File: src/rtl/loc_pkg.sv
// shared types and constants of the ladder output control engine
package loc_pkg;
	// ----------------------------------------------------------------
	// sizes and step counts
	// ----------------------------------------------------------------
	localparam int            ADDR_W    = 10;
	localparam int            DEV_W     = 8;
	localparam int            PROG_DEP  = 1024;
	localparam int            DEV_DEP   = 256;
	localparam int            MC_LVLS   = 8;
	localparam logic [10:0]   LAST_STEP = 11'h03FF;
	localparam logic [10:0]   STEP_ONE  = 11'h0001;
	localparam logic [10:0]   STEP_LONG = 11'h0003;
	localparam logic [9:0]    PC_RST    = 10'h000;
	localparam logic [7:0]    DEV_ONE   = 8'h01;

	// ----------------------------------------------------------------
	// opcodes and operand kinds
	// ----------------------------------------------------------------
	typedef enum logic [3:0] {
		OP_NOP  = 4'h0,
		OP_SET  = 4'h1,
		OP_CLR  = 4'h2,
		OP_OUT  = 4'h3,
		OP_RISE = 4'h4,
		OP_FALL = 4'h5,
		OP_SFT  = 4'h6,
		OP_BIT_SHIFT_PULSED = 4'h7,
		OP_MCB  = 4'h8,
		OP_MCR  = 4'h9,
		OP_END  = 4'hF
	} loc_op_e;

	typedef enum logic [2:0] {
		K_BIT  = 3'h0, // plain output or internal relay
		K_SPEC = 3'h1, // special relay
		K_TMR  = 3'h2, // 100ms or 10ms timer
		K_RTMR = 3'h3, // retentive timer
		K_CNT  = 3'h4, // counter
		K_WORD = 3'h5  // data word
	} loc_kind_e;

	typedef enum logic [5:0] {
		S_IDLE  = 6'h01,
		S_CHECK = 6'h02,
		S_RD    = 6'h04,
		S_WR    = 6'h08,
		S_WR2   = 6'h10,
		S_ERR   = 6'h20
	} loc_state_e;

	// ----------------------------------------------------------------
	// carriers
	// ----------------------------------------------------------------
	typedef struct packed {
		loc_op_e          op;
		loc_kind_e        kind;
		logic [DEV_W-1:0] idx;
		logic [2:0]       lvl;
		logic             cond; // operation result up to this instruction
	} loc_instr_s;

	typedef struct packed {
		logic             vld;
		logic [DEV_W-1:0] idx;
		logic             val;
	} loc_bit_wr_s;

	typedef struct packed {
		logic             vld;
		loc_kind_e        kind;
		logic [DEV_W-1:0] idx;
		logic             coil;
		logic             clr;  // clear count and contact
	} loc_tc_cmd_s;

	typedef struct packed {
		logic             vld;
		logic [DEV_W-1:0] idx;
	} loc_word_clr_s;
endpackage

File: src/rtl/loc_bit_mem.sv
// single-bit memory with one write port and two registered read ports
module loc_bit_mem #(
	parameter int DEPTH = 256,
	parameter int AW    = 8
) (
	input  wire logic          clock_i,
	input  wire logic          rst_i,
	input  wire logic          we_i,
	input  wire logic [AW-1:0] waddr_i,
	input  wire logic          wdata_i,
	input  wire logic [AW-1:0] raddr_i,
	output logic               rdata_o,
	input  wire logic [AW-1:0] raddr2_i,
	output logic               rdata2_o
);
	logic mem_q [DEPTH];

	// ----------------------------------------------------------------
	// storage, cleared so every device starts off
	// ----------------------------------------------------------------
	always_ff @(posedge clock_i) begin
		if (rst_i) begin
			for (int i = 0; i < DEPTH; i++) begin
				mem_q[i] <= 1'b0;
			end
		end else if (we_i) begin
			mem_q[waddr_i] <= wdata_i;
		end
	end

	// read ports show the value before a same-cycle write
	always_ff @(posedge clock_i) begin
		if (rst_i) begin
			rdata_o  <= 1'b0;
			rdata2_o <= 1'b0;
		end else begin
			rdata_o  <= mem_q[raddr_i];
			rdata2_o <= mem_q[raddr2_i];
		end
	end
endmodule // loc_bit_mem

File: src/rtl/loc_mc_stack.sv
// master control nesting flags, one open and one active bit per level
module loc_mc_stack (
	input  wire logic       clock_i,
	input  wire logic       rst_i,
	input  wire logic       clear_i,
	input  wire logic       open_i,
	input  wire logic       close_i,
	input  wire logic [2:0] lvl_i,
	input  wire logic       cond_i,
	output logic            en_o
);
	logic [loc_pkg::MC_LVLS-1:0] open_q;
	logic [loc_pkg::MC_LVLS-1:0] act_q;

	// ----------------------------------------------------------------
	// per level flags
	// ----------------------------------------------------------------
	for (genvar g = 0; g < loc_pkg::MC_LVLS; g++) begin : g_lvl
		always_ff @(posedge clock_i) begin
			if (rst_i || clear_i) begin
				open_q[g] <= 1'b0;
				act_q[g]  <= 1'b0;
			end else if (close_i && (lvl_i <= 3'(g))) begin
				open_q[g] <= 1'b0; // one low release ends all above [RQ20]
				act_q[g]  <= 1'b0;
			end else if (open_i && (lvl_i == 3'(g))) begin
				open_q[g] <= 1'b1; // ascending order assumed [RQ19]
				act_q[g]  <= cond_i;
			end
		end
	end

	// enabled only while every open level is active [RQ27]
	assign en_o = &(act_q | ~open_q);
endmodule // loc_mc_stack

File: src/rtl/loc_ladder_exec.sv
// scan engine for set, clear, edge pulse, shift, master control and end
// How it works
// RQ1: set and clear evaluated every scan
// RQ2: special set, clear of word: three steps
// RQ3: rise pulse drives target on one scan
// RQ4: fall pulse drives target on one scan
// RQ5: one pulse instruction per target per scan
// RQ6: no pulse from stop to run transition
// RQ7: shift copies lower device, then clears it
// RQ8: program sets first device of shift chain
// RQ9: shifts ordered from high to low device
// RQ10: master control on runs range normally
// RQ11: master control off still scans range
// RQ12: gated plain timers cleared, coil off
// RQ13: gated retentive timers, counters: coil off
// RQ14: gated coils off, latched devices hold
// RQ15: master control begin drives operand coil
// RQ16: operand device used nowhere else
// RQ17: same level reusable with other operand
// RQ18: no contact right before release
// RQ19: eight levels, open up, close down
// RQ20: lowest release closes all open levels
// RQ21: end finishes scan, restarts at step 0
// RQ22: end only at program end
// RQ23: missing end flags error, no run
// RQ24: clear zeroes timers, counters, bits, words
// RQ25: set device stays on until cleared
// RQ26: previous condition kept per pulse instruction
// RQ27: per level active flags gate the range
module loc_ladder_exec (
	input  wire logic                          clock_i,
	input  wire logic                          rst_i,
	input  wire logic                          run_i,
	input  wire loc_pkg::loc_instr_s           instr_i,
	input  wire logic [loc_pkg::DEV_W-1:0]     mon_addr_i,
	output logic [loc_pkg::ADDR_W-1:0]         pc_o,
	output loc_pkg::loc_bit_wr_s               bit_wr_o,
	output loc_pkg::loc_tc_cmd_s               tc_cmd_o,
	output loc_pkg::loc_word_clr_s             word_clr_o,
	output logic                               mon_bit_o,
	output logic                               scan_end_o,
	output logic                               running_o,
	output logic                               op_err_o
);
	// ----------------------------------------------------------------
	// declarations
	// ----------------------------------------------------------------
	loc_pkg::loc_state_e          state_q;
	logic [loc_pkg::ADDR_W-1:0]   pc_q;
	logic                         first_q;
	logic [10:0]                  pc_sum;
	logic                         long_step;
	logic                         over;
	logic                         en;
	logic                         act;
	logic                         bit_rd;
	logic                         prev;
	logic                         rise;
	logic                         fall;
	logic                         is_bit;
	logic                         shift_go;
	logic                         bit_we;
	logic [loc_pkg::DEV_W-1:0]    bit_wa;
	logic                         bit_wd;
	logic [loc_pkg::DEV_W-1:0]    bit_ra;
	logic                         edge_we;
	logic                         mc_open;
	logic                         mc_close;
	logic                         mc_clear;
	loc_pkg::loc_tc_cmd_s         tc_d;
	loc_pkg::loc_word_clr_s       word_d;
	loc_pkg::loc_instr_s          ins;

	assign ins = instr_i;

	// ----------------------------------------------------------------
	// step arithmetic
	// ----------------------------------------------------------------
	// long forms take three steps so the scan walks past their operands
	assign long_step = ((ins.op == loc_pkg::OP_SET) && (ins.kind == loc_pkg::K_SPEC))
		|| ((ins.op == loc_pkg::OP_CLR) && (ins.kind != loc_pkg::K_BIT)); // [RQ2]
	assign pc_sum = {1'b0, pc_q} + (long_step ? loc_pkg::STEP_LONG : loc_pkg::STEP_ONE);
	assign over   = pc_sum > loc_pkg::LAST_STEP;

	// ----------------------------------------------------------------
	// condition decode
	// ----------------------------------------------------------------
	assign is_bit = (ins.kind == loc_pkg::K_BIT) || (ins.kind == loc_pkg::K_SPEC);
	assign act    = ins.cond & en;
	// first scan after run loads history only, so no false edge [RQ6]
	assign rise   = ins.cond & ~prev & ~first_q; // [RQ26]
	assign fall   = ~ins.cond & prev & ~first_q; // [RQ26]
	assign shift_go = (state_q == loc_pkg::S_WR) && en
		&& (((ins.op == loc_pkg::OP_SFT) && ins.cond)
		|| ((ins.op == loc_pkg::OP_BIT_SHIFT_PULSED) && rise));
	// shift reads the device one below its target
	assign bit_ra = ((ins.op == loc_pkg::OP_SFT) || (ins.op == loc_pkg::OP_BIT_SHIFT_PULSED))
		? ins.idx - loc_pkg::DEV_ONE : ins.idx; // [RQ7]

	// ----------------------------------------------------------------
	// execute decode, acts in the write phases; the nesting clear also acts while idle, checking or in error
	// ----------------------------------------------------------------
	always_comb begin
		bit_we   = 1'b0;
		bit_wa   = ins.idx;
		bit_wd   = 1'b0;
		edge_we  = 1'b0;
		mc_open  = 1'b0;
		mc_close = 1'b0;
		tc_d     = '0;
		word_d   = '0;
		tc_d.idx  = ins.idx;
		tc_d.kind = ins.kind;
		word_d.idx = ins.idx;
		if (state_q == loc_pkg::S_WR2) begin
			bit_we = 1'b1; // lower device turned off after copy [RQ7]
			bit_wa = ins.idx - loc_pkg::DEV_ONE;
		end else if (state_q == loc_pkg::S_WR) begin
			unique case (ins.op)
				loc_pkg::OP_SET: begin
					// held device, untouched while gated or condition off [RQ1]
					bit_we = act && is_bit; // [RQ25] [RQ14]
					bit_wd = 1'b1;
				end
				loc_pkg::OP_CLR: begin
					bit_we     = act && is_bit; // [RQ1] [RQ24]
					tc_d.vld   = act && (ins.kind inside {loc_pkg::K_TMR,
						loc_pkg::K_RTMR, loc_pkg::K_CNT}); // [RQ24]
					tc_d.clr   = 1'b1;
					word_d.vld = act && (ins.kind == loc_pkg::K_WORD); // [RQ24]
				end
				loc_pkg::OP_OUT: begin
					// gated coils are forced off but still scanned [RQ11] [RQ14]
					bit_we   = is_bit;
					bit_wd   = act; // [RQ10]
					tc_d.vld = !is_bit && (ins.kind != loc_pkg::K_WORD);
					tc_d.coil = act; // [RQ13]
					// plain timers lose their count when off or gated
					tc_d.clr = !act && (ins.kind == loc_pkg::K_TMR); // [RQ12]
				end
				loc_pkg::OP_RISE: begin
					bit_we  = en;
					bit_wd  = rise; // [RQ3]
					edge_we = en; // one history bit per step [RQ5]
				end
				loc_pkg::OP_FALL: begin
					bit_we  = en;
					bit_wd  = fall; // [RQ4]
					edge_we = en;
				end
				loc_pkg::OP_SFT, loc_pkg::OP_BIT_SHIFT_PULSED: begin
					// high to low ordering keeps chained shifts one place [RQ9]
					bit_we  = shift_go;
					bit_wd  = bit_rd; // [RQ7] [RQ8]
					edge_we = en && (ins.op == loc_pkg::OP_BIT_SHIFT_PULSED);
				end
				loc_pkg::OP_MCB: begin
					mc_open = 1'b1; // level reuse is free, no check [RQ17]
					bit_we  = 1'b1;
					bit_wd  = act; // operand coil follows the gate [RQ15] [RQ16]
				end
				loc_pkg::OP_MCR: begin
					mc_close = 1'b1; // [RQ18] [RQ20]
				end
				default: begin
				end
			endcase
		end
	end

	assign mc_clear = (state_q != loc_pkg::S_WR) && (state_q != loc_pkg::S_WR2)
		&& (state_q != loc_pkg::S_RD)
		|| ((state_q == loc_pkg::S_WR) && (ins.op == loc_pkg::OP_END));

	// ----------------------------------------------------------------
	// sequencer
	// ----------------------------------------------------------------
	always_ff @(posedge clock_i) begin
		if (rst_i) begin
			state_q <= loc_pkg::S_IDLE;
			pc_q    <= loc_pkg::PC_RST;
			first_q <= 1'b0;
		end else if (!run_i) begin
			state_q <= loc_pkg::S_IDLE;
			pc_q    <= loc_pkg::PC_RST;
			first_q <= 1'b0;
		end else begin
			unique case (state_q)
				loc_pkg::S_IDLE: begin
					state_q <= loc_pkg::S_CHECK;
					pc_q    <= loc_pkg::PC_RST;
				end
				loc_pkg::S_CHECK: begin
					// dry walk: the program must hold an end before it runs
					if (ins.op == loc_pkg::OP_END) begin
						state_q <= loc_pkg::S_RD;
						pc_q    <= loc_pkg::PC_RST;
						first_q <= 1'b1;
					end else if (over) begin
						state_q <= loc_pkg::S_ERR; // [RQ23]
					end else begin
						pc_q <= pc_sum[loc_pkg::ADDR_W-1:0];
					end
				end
				loc_pkg::S_RD: begin
					state_q <= loc_pkg::S_WR;
				end
				loc_pkg::S_WR: begin
					if (ins.op == loc_pkg::OP_END) begin
						// later steps are never reached [RQ22]
						state_q <= loc_pkg::S_RD;
						pc_q    <= loc_pkg::PC_RST; // [RQ21]
						first_q <= 1'b0;
					end else if (shift_go) begin
						state_q <= loc_pkg::S_WR2;
					end else begin
						state_q <= loc_pkg::S_RD;
						pc_q    <= pc_sum[loc_pkg::ADDR_W-1:0];
					end
				end
				loc_pkg::S_WR2: begin
					state_q <= loc_pkg::S_RD;
					pc_q    <= pc_sum[loc_pkg::ADDR_W-1:0];
				end
				loc_pkg::S_ERR: begin
					state_q <= loc_pkg::S_ERR; // held until run drops [RQ23]
				end
				default: begin
					state_q <= loc_pkg::S_IDLE;
				end
			endcase
		end
	end

	// ----------------------------------------------------------------
	// registered outputs
	// ----------------------------------------------------------------
	always_ff @(posedge clock_i) begin
		if (rst_i) begin
			bit_wr_o   <= '0;
			tc_cmd_o   <= '0;
			word_clr_o <= '0;
		end else begin
			bit_wr_o.vld <= bit_we;
			bit_wr_o.idx <= bit_wa;
			bit_wr_o.val <= bit_wd;
			tc_cmd_o     <= tc_d;
			word_clr_o   <= word_d;
		end
	end

	// status flags
	always_ff @(posedge clock_i) begin
		if (rst_i) begin
			scan_end_o <= 1'b0;
			running_o  <= 1'b0;
			op_err_o   <= 1'b0;
		end else begin
			scan_end_o <= (state_q == loc_pkg::S_WR) && (ins.op == loc_pkg::OP_END);
			running_o  <= run_i && ((state_q == loc_pkg::S_RD)
				|| (state_q == loc_pkg::S_WR) || (state_q == loc_pkg::S_WR2));
			op_err_o   <= run_i && (state_q == loc_pkg::S_ERR);
		end
	end

	assign pc_o = pc_q;

	// ----------------------------------------------------------------
	// device bits, step history and nesting
	// ----------------------------------------------------------------
	loc_bit_mem #(
		.DEPTH (loc_pkg::DEV_DEP),
		.AW    (loc_pkg::DEV_W)
	) u_dev (
		.clock_i  (clock_i),
		.rst_i    (rst_i),
		.we_i     (bit_we),
		.waddr_i  (bit_wa),
		.wdata_i  (bit_wd),
		.raddr_i  (bit_ra),
		.rdata_o  (bit_rd),
		.raddr2_i (mon_addr_i),
		.rdata2_o (mon_bit_o)
	);

	// history kept per step, so each pulse instruction has its own bit
	loc_bit_mem #(
		.DEPTH (loc_pkg::PROG_DEP),
		.AW    (loc_pkg::ADDR_W)
	) u_hist (
		.clock_i  (clock_i),
		.rst_i    (rst_i),
		.we_i     (edge_we),
		.waddr_i  (pc_q),
		.wdata_i  (ins.cond), // [RQ26]
		.raddr_i  (pc_q),
		.rdata_o  (prev),
		.raddr2_i (pc_q),
		.rdata2_o ()
	);

	loc_mc_stack u_mc (
		.clock_i (clock_i),
		.rst_i   (rst_i),
		.clear_i (mc_clear),
		.open_i  (mc_open),
		.close_i (mc_close),
		.lvl_i   (ins.lvl),
		.cond_i  (act),
		.en_o    (en)
	);

	logic wr_ph;
	assign wr_ph = run_i && (state_q == loc_pkg::S_WR);
endmodule // loc_ladder_exec

File: config.mk
export PLATFORM = sky130hd
export DESIGN_NAME = loc_ladder_exec
export DESIGN_NICKNAME = d
export VERILOG_FILES = /design/src/rtl/loc_pkg.sv /design/src/rtl/loc_bit_mem.sv /design/src/rtl/loc_mc_stack.sv /design/src/rtl/loc_ladder_exec.sv
export SDC_FILE = /design/constraint.sdc
export NUM_CORES = 2
export LEC_CHECK = 0
export ABC_AREA = 1
export BUFFER_PORTS_ARGS = -buffer_cell sky130_fd_sc_hd__buf_2
export CORE_MARGIN = 2
export CORE_UTILIZATION = 45
export CTS_CLUSTER_SIZE = 30
export DETAILED_ROUTE_END_ITERATION = 6
export GPL_TIMING_DRIVEN = 1
export PLACE_DENSITY = 0.68
export SYNTH_ARGS = -nofsm -noshare
export SYNTH_HDL_FRONTEND = slang
export SYNTH_SLANG_ARGS = --single-unit
File: constraint.sdc
create_clock -name clock_i -period 6.76 [get_ports clock_i]
set_input_delay 1.014 -clock clock_i [delete_from_list [all_inputs] [get_ports clock_i]]
set_output_delay 1.014 -clock clock_i [all_outputs]
set_load 0.01 [all_outputs]
# == After elaboration in Yosys (flattened, before gate mapping) ==
# Memories as Yosys holds them, arrays and structs flattened. A register that Yosys moved wholly into a read port is not among the register bits.
# Cells that the tools add are included.
# totals
reg_bits,61
latchBits,0
ram_bits,1280
romBits,0
inputBits,30
out_inout_bits,47
elab_cells,212
memories,2
# mem_list
name,words,width,read_ports,rd_clocked_by_memory_dff,write_ports,line,rtl
u_hist.mem_q,1024,1,1,1,1024,loc_bit_mem.sv:16,logic mem_q [DEPTH];
u_dev.mem_q,256,1,2,2,256,loc_bit_mem.sv:16,
# op_classes
add_sub_neg,2
n_mul,0
div,0
n_lt_le_gt_ge,9
n_eq_ne,37
n_shift,0
n_mux,47
bitwise_logic,14
reduce_logical,70
# op_table
cell,count
10-bit two-way mux,5
10-bit one-hot mux with 4 select lines,1
6-bit one-hot mux with 6 select lines,1
1-bit logical AND,33
1-bit two-way mux,26
2-bit OR reduction,13
8-bit two-way mux,3
"3-bit equality test, second input constant",6
"4-bit by 3-bit equality test with 1-bit output, second input constant",4
"3-bit by 2-bit equality test with 1-bit output, second input constant",4
"4-bit equality test, second input constant",3
"3-bit <= comparator, second input constant",4
6-bit two-way mux,2
10-bit by 2-bit adder with 11-bit output,1
"11-bit by 10-bit greater-than comparator with 1-bit output, second input constant",1
5-bit two-way mux,2
1-bit one-hot mux with 5 select lines,2
"3-bit inequality test, second input constant",3
"4-bit by 2-bit equality test with 1-bit output, second input constant",2
1-bit logical OR,8
8-bit NOT,1
8-bit OR,1
1-bit one-hot mux with 2 select lines,4
8-bit AND reduction,1
29 further kinds,48

# == Longest topological paths before layout ==
# depth
word_depth,14
depth_mapped,22
ltp_nobuf,20

# == Modules after synthesis ==
# A second synthesis with hierarchy kept.
# unflattened
cells_unflattened,11192
hier_area_um2,84441.0
# by_module_without_submodules
module,instances,cells_per_inst,area_per_inst_um2,seq_area_each_um2
loc_bit_mem (u_hist),1,8465,64505.6,30789.5
loc_bit_mem (u_dev),1,2198,16437.0,7727.4
loc_ladder_exec,1,403,2698.8,900.9
loc_mc_stack,1,126,799.5,320.3

# == Worst setup path after synthesis ==
# OpenSTA, ideal clock, no wires.
# synth_timing
kind,input -> register
start,input instr_i[16] in the netlist's numbering
end,register pc_q (netlist bit pc_o[9])
setup_ps,78
arrival_ps,3765
required_time_ps,6682
setup_slack_ps,2917
cell_stages,21
cell_sequence,buf_2 inv_1 nor2_1 inv_1 nor2_1 inv_1 o21ai_0 inv_1 fa_1 inv_1 nand2_1 nor4_1 nand2_1 xor2_1 nand2_1 o21ai_1 nand3_1 nand2_1 buf_2 a21oi_1 nor3_1
# synth_between
elab_chain_len,8
elab_cells_between_ends,23
classes_between,add/sub (1); order compare (1); eq/ne (7); mux (6); reduce/logical (8)
# synth_lines
element,line,rtl
from (decl),loc_ladder_exec.sv:34,"input wire loc_pkg::loc_instr_s instr_i,"
4-bit by 1-bit equality test with 1-bit output / 4-bit by 2-bit equality test with 1-bit output (equally long branches),"loc_ladder_exec.sv:80, loc_ladder_exec.sv:81",
1-bit logical AND (on tied branches),"loc_ladder_exec.sv:80, loc_ladder_exec.sv:81",
1-bit logical OR,loc_ladder_exec.sv:81,|| ((ins.op == loc_pkg::OP_CLR) && (ins.kind != loc_pkg::K_BIT));
2-bit two-way mux,loc_ladder_exec.sv:82,"assign pc_sum = {1'b0, pc_q} + (long_step ? loc_pkg::STEP_LONG : loc_pkg::STEP_ONE);"
10-bit by 2-bit adder with 11-bit output,loc_ladder_exec.sv:82,
11-bit by 10-bit greater-than comparator with 1-bit output (tied with other cells),loc_ladder_exec.sv:83,assign over = pc_sum > loc_pkg::LAST_STEP;
3-bit inequality test (no source line) (tied with other cells),--,
3-bit AND reduction (no source line) / 10-bit one-hot mux with 4 select lines (equally long branches),--,
to (signal assigned),loc_ladder_exec.sv:181,pc_q <= loc_pkg::PC_RST;
to (signal assigned),loc_ladder_exec.sv:185,pc_q <= loc_pkg::PC_RST;
to (signal assigned),loc_ladder_exec.sv:191,pc_q <= loc_pkg::PC_RST;
to (decl),loc_ladder_exec.sv:49,logic [loc_pkg::ADDR_W-1:0] pc_q;
# Parallel ways exist; a longest one is shown, timed or not. The select of a mux whose other input is x is not followed.
# A chain may end at the register's enable or synchronous reset.

==> reports/metrics.cfg <==
[grt]
grt_overflow=0
antenna_found_initial=6
grt_max_degree=316
grt_usage_pct=28.6
grt_first_pass_wirelength_um=356000
grt_pass1_vias=58170

[critical_path]
required_ns=7.21
regToRegSetupSlack_ns=2.34
arrival_ns=4.87
reg2regPathDepth=7
cp_max_fo=64
cp-end-kind=flip-flop
r2r-start=state_q[5]
critPathKind=reg -> reg
start_kind=flip-flop
timing.rr.end=u_hist.mem_q[360]

[power_and_ir_drop]
leakage_nw=25.3
vdd_drop_max_mv=0.282
seqPwrFrac_pct=50.7
switching_share_pct=25.4
power_switching_mw=4.78
pwr-share-clk_pct=40.7
p_per_area_nw_per_um2=246
p_int_mw=14.0
power_frac_comb_pct=8.6

[sta]
rsz0062_at_grt=no
finalSetupViolCount=0
hold_slack_ns=0.462
maxSlewViolCount=0
worst_pin_slew_ns=1.30
fin_crit_ns=4.42
hold_violations=0
timing.final.ws_setup_ns=2.34
max_freq_mhz=226
setup_tns_ns=0
fin_skew_ns=0.0307
slew_headroom_pct=12.3
finalCritPeriodShare_pct=65.3

[synthesis]
synthArstFlopShare_pct=0
yosysTopAreaCell=edfxtp_1
synthCells=7966
synth_area_um2=71200
yosysWarnings=0
syn_area_per_cell_um2=8.94
synth_area_leaders=edfxtp_1 54%, nor3_1 9.1%, o21ai_0 8.7%
ys_types=44
ys.flop_type=edfxtp_1
synth-seq-cells=1344
synth-edff-count=1280
syn_nets=8000
synth_seq_area_share_pct=55.8
synth_top_area_share_pct=54.0

[clock_tree]
clkTransAtPathRegs_ns=0.05
cts_buffer_depth=3
cts_tree=yes
ctsResizeCount=0
root_buffer=clkbuf_16
cts_buffers=148
htreeDepth=4
clk-insertion-delay-late_ns=0.81
clock-sinks=1344
post_cts_buffers=0
cts_hold_buffers=0

[final_layout]
multiInputGateArea_um2=26600
final_common_cell=nor3_1
layout-drive-gt1-share_pct=7.34
mostFrequentLayoutCells=1287 x nor3_1, 1280 x edfxtp_1, 1239 x o21ai_0
final_util_pct=48.7
syn2layout_area_growth_pct=7.21
register_area_um2=39700
fillerInstances=14267
final_net_count=7369

[place]
hpwlAfterDp_um=134000
dp_slack_ns=1.80
port_buffers=76
gp_congestion=0.922

[route]
drt_wl_total_um=238000
drt_iter0_markers=9844
wire_per_inst_um=25.0
postRouteAntennaNets=0
firstDrtPassIters=6
vias=62247
drc=0
viasPerCell=6.55

[floorplanning]
io_pins=77
rows=145
fp.dieW_um=402
die-height_um=402
dieArea_um2=161000
initial_core_util_pct=45.5
coreArea_um2=157000

[run]
cap_viol_max_count=0

[min_path]
hp-class=reg -> reg
hold_depth=2
hp-start=u_mc.open_q[6]
hold-path-endpoint=u_mc.open_q[6]

[outcome]
outcome=completed

[synthesized netlist by cell type (all sizes together) (12+ instances only)]
master	instances
dfxtp	64
a22oi	503
nand2	1244
o211ai	40
nor3	1295
nor2	226
clkbuf	922
o21ai	1409
a21oi	143
nand3	359
nand4	15
buf	103
edfxtp	1280
inv	294
nand3b	23
xor2	12
[flip-flops by register name, summed over array words and instances (netlist names)]
signal / flops
bit_wr_o: 10
first_q: 1
op_err_o: 1
pc_o: 10
running_o: 1
scan_end_o: 1
state_q: 6
tc_cmd_o: 6
u_dev.mem_q: 256
u_dev.rdata2_o: 1
u_dev.rdata_o: 1
u_hist.mem_q: 1024
u_hist.rdata_o: 1
u_mc.act_q: 8
u_mc.open_q: 8
word_clr_o: 9
[power groups by stage]
stage                     combinational, mW  clock [mW]  sequential (mW)
after floorplan                        1.06           0             9.65
after global placement                 1.52           0             9.67
after detailed placement               1.56           0             9.69
after CTS                              1.57        7.65             9.51
after global routing                   1.74        7.98             9.54
final                                  1.62        7.64             9.52
[worst max-delay path by stage]
stage,start,to,slack (ns),cells after the start
after global placement,instr_i[16],pc_o[3],1.66,20
after CTS,state_q[5],u_hist.mem_q[360],2.58,7
after detailed placement,instr_i[16],pc_o[3],1.80,20
after global routing,instr_i[16],pc_o[1],2.03,20
after floorplan,instr_i[16],pc_o[9],2.92,21
final,state_q[5],u_hist.mem_q[360],2.34,7
[layout make-up]
class                   count  share of cell area (%)
clock inverters            76                   0.612
multi-input cells        5298                    34.9
inverters                 299                    1.50
diodes                      2                 0.00656
flip-flops and latches   1344                    52.0
clock buffers             188                    5.16
well taps                2058                    3.37
repair buffers            244                    2.45
[metrics by stage]
step | std cells | total power [mW] | instance area, µm²
5_1_grt | 9507 | 19.3 | 76300
3_5_place_dp | 9243 | 11.2 | 71900
6_report | 9509 | 18.8 | 76300
4_1_cts | 9507 | 18.7 | 76300
3_3_place_gp | 9242 | 11.2 | 71900
2_1_floorplan | 7966 | 10.7 | 71200
[critical path, stage by stage (launching register included)]
cell and delay, ns:
dfxtp_1 0.34, nor2_1 0.22, nand4_1 0.29, nor2_1 0.33, nand2_1 0.52, nor2_1 0.86, nand2_2 0.95, o21ai_0 0.54
[cells by family after synthesis]
| family | after synthesis | synth area share, % |
|---|---|---|
| xor+xnor | 12 | 0.148 |
| compound gates | 2110 | 16.8 |
| flops | 1344 | 55.8 |
| buf+inv | 1324 | 7.15 |
| simple gates | 3172 | 20.0 |
| fa+ha+maj | 4 | 0.0809 |
[per-layer routing]
layer	GRT usage, %	routed length [µm]	vias to the layer above
met1	36.3	85700	29909
met4	17.3	15900	10
met3	6.21	28800	785
met5	0	62	-
li1	-	-	27344
met2	44.8	108000	4199
Power figures use the tool's default switching activity.
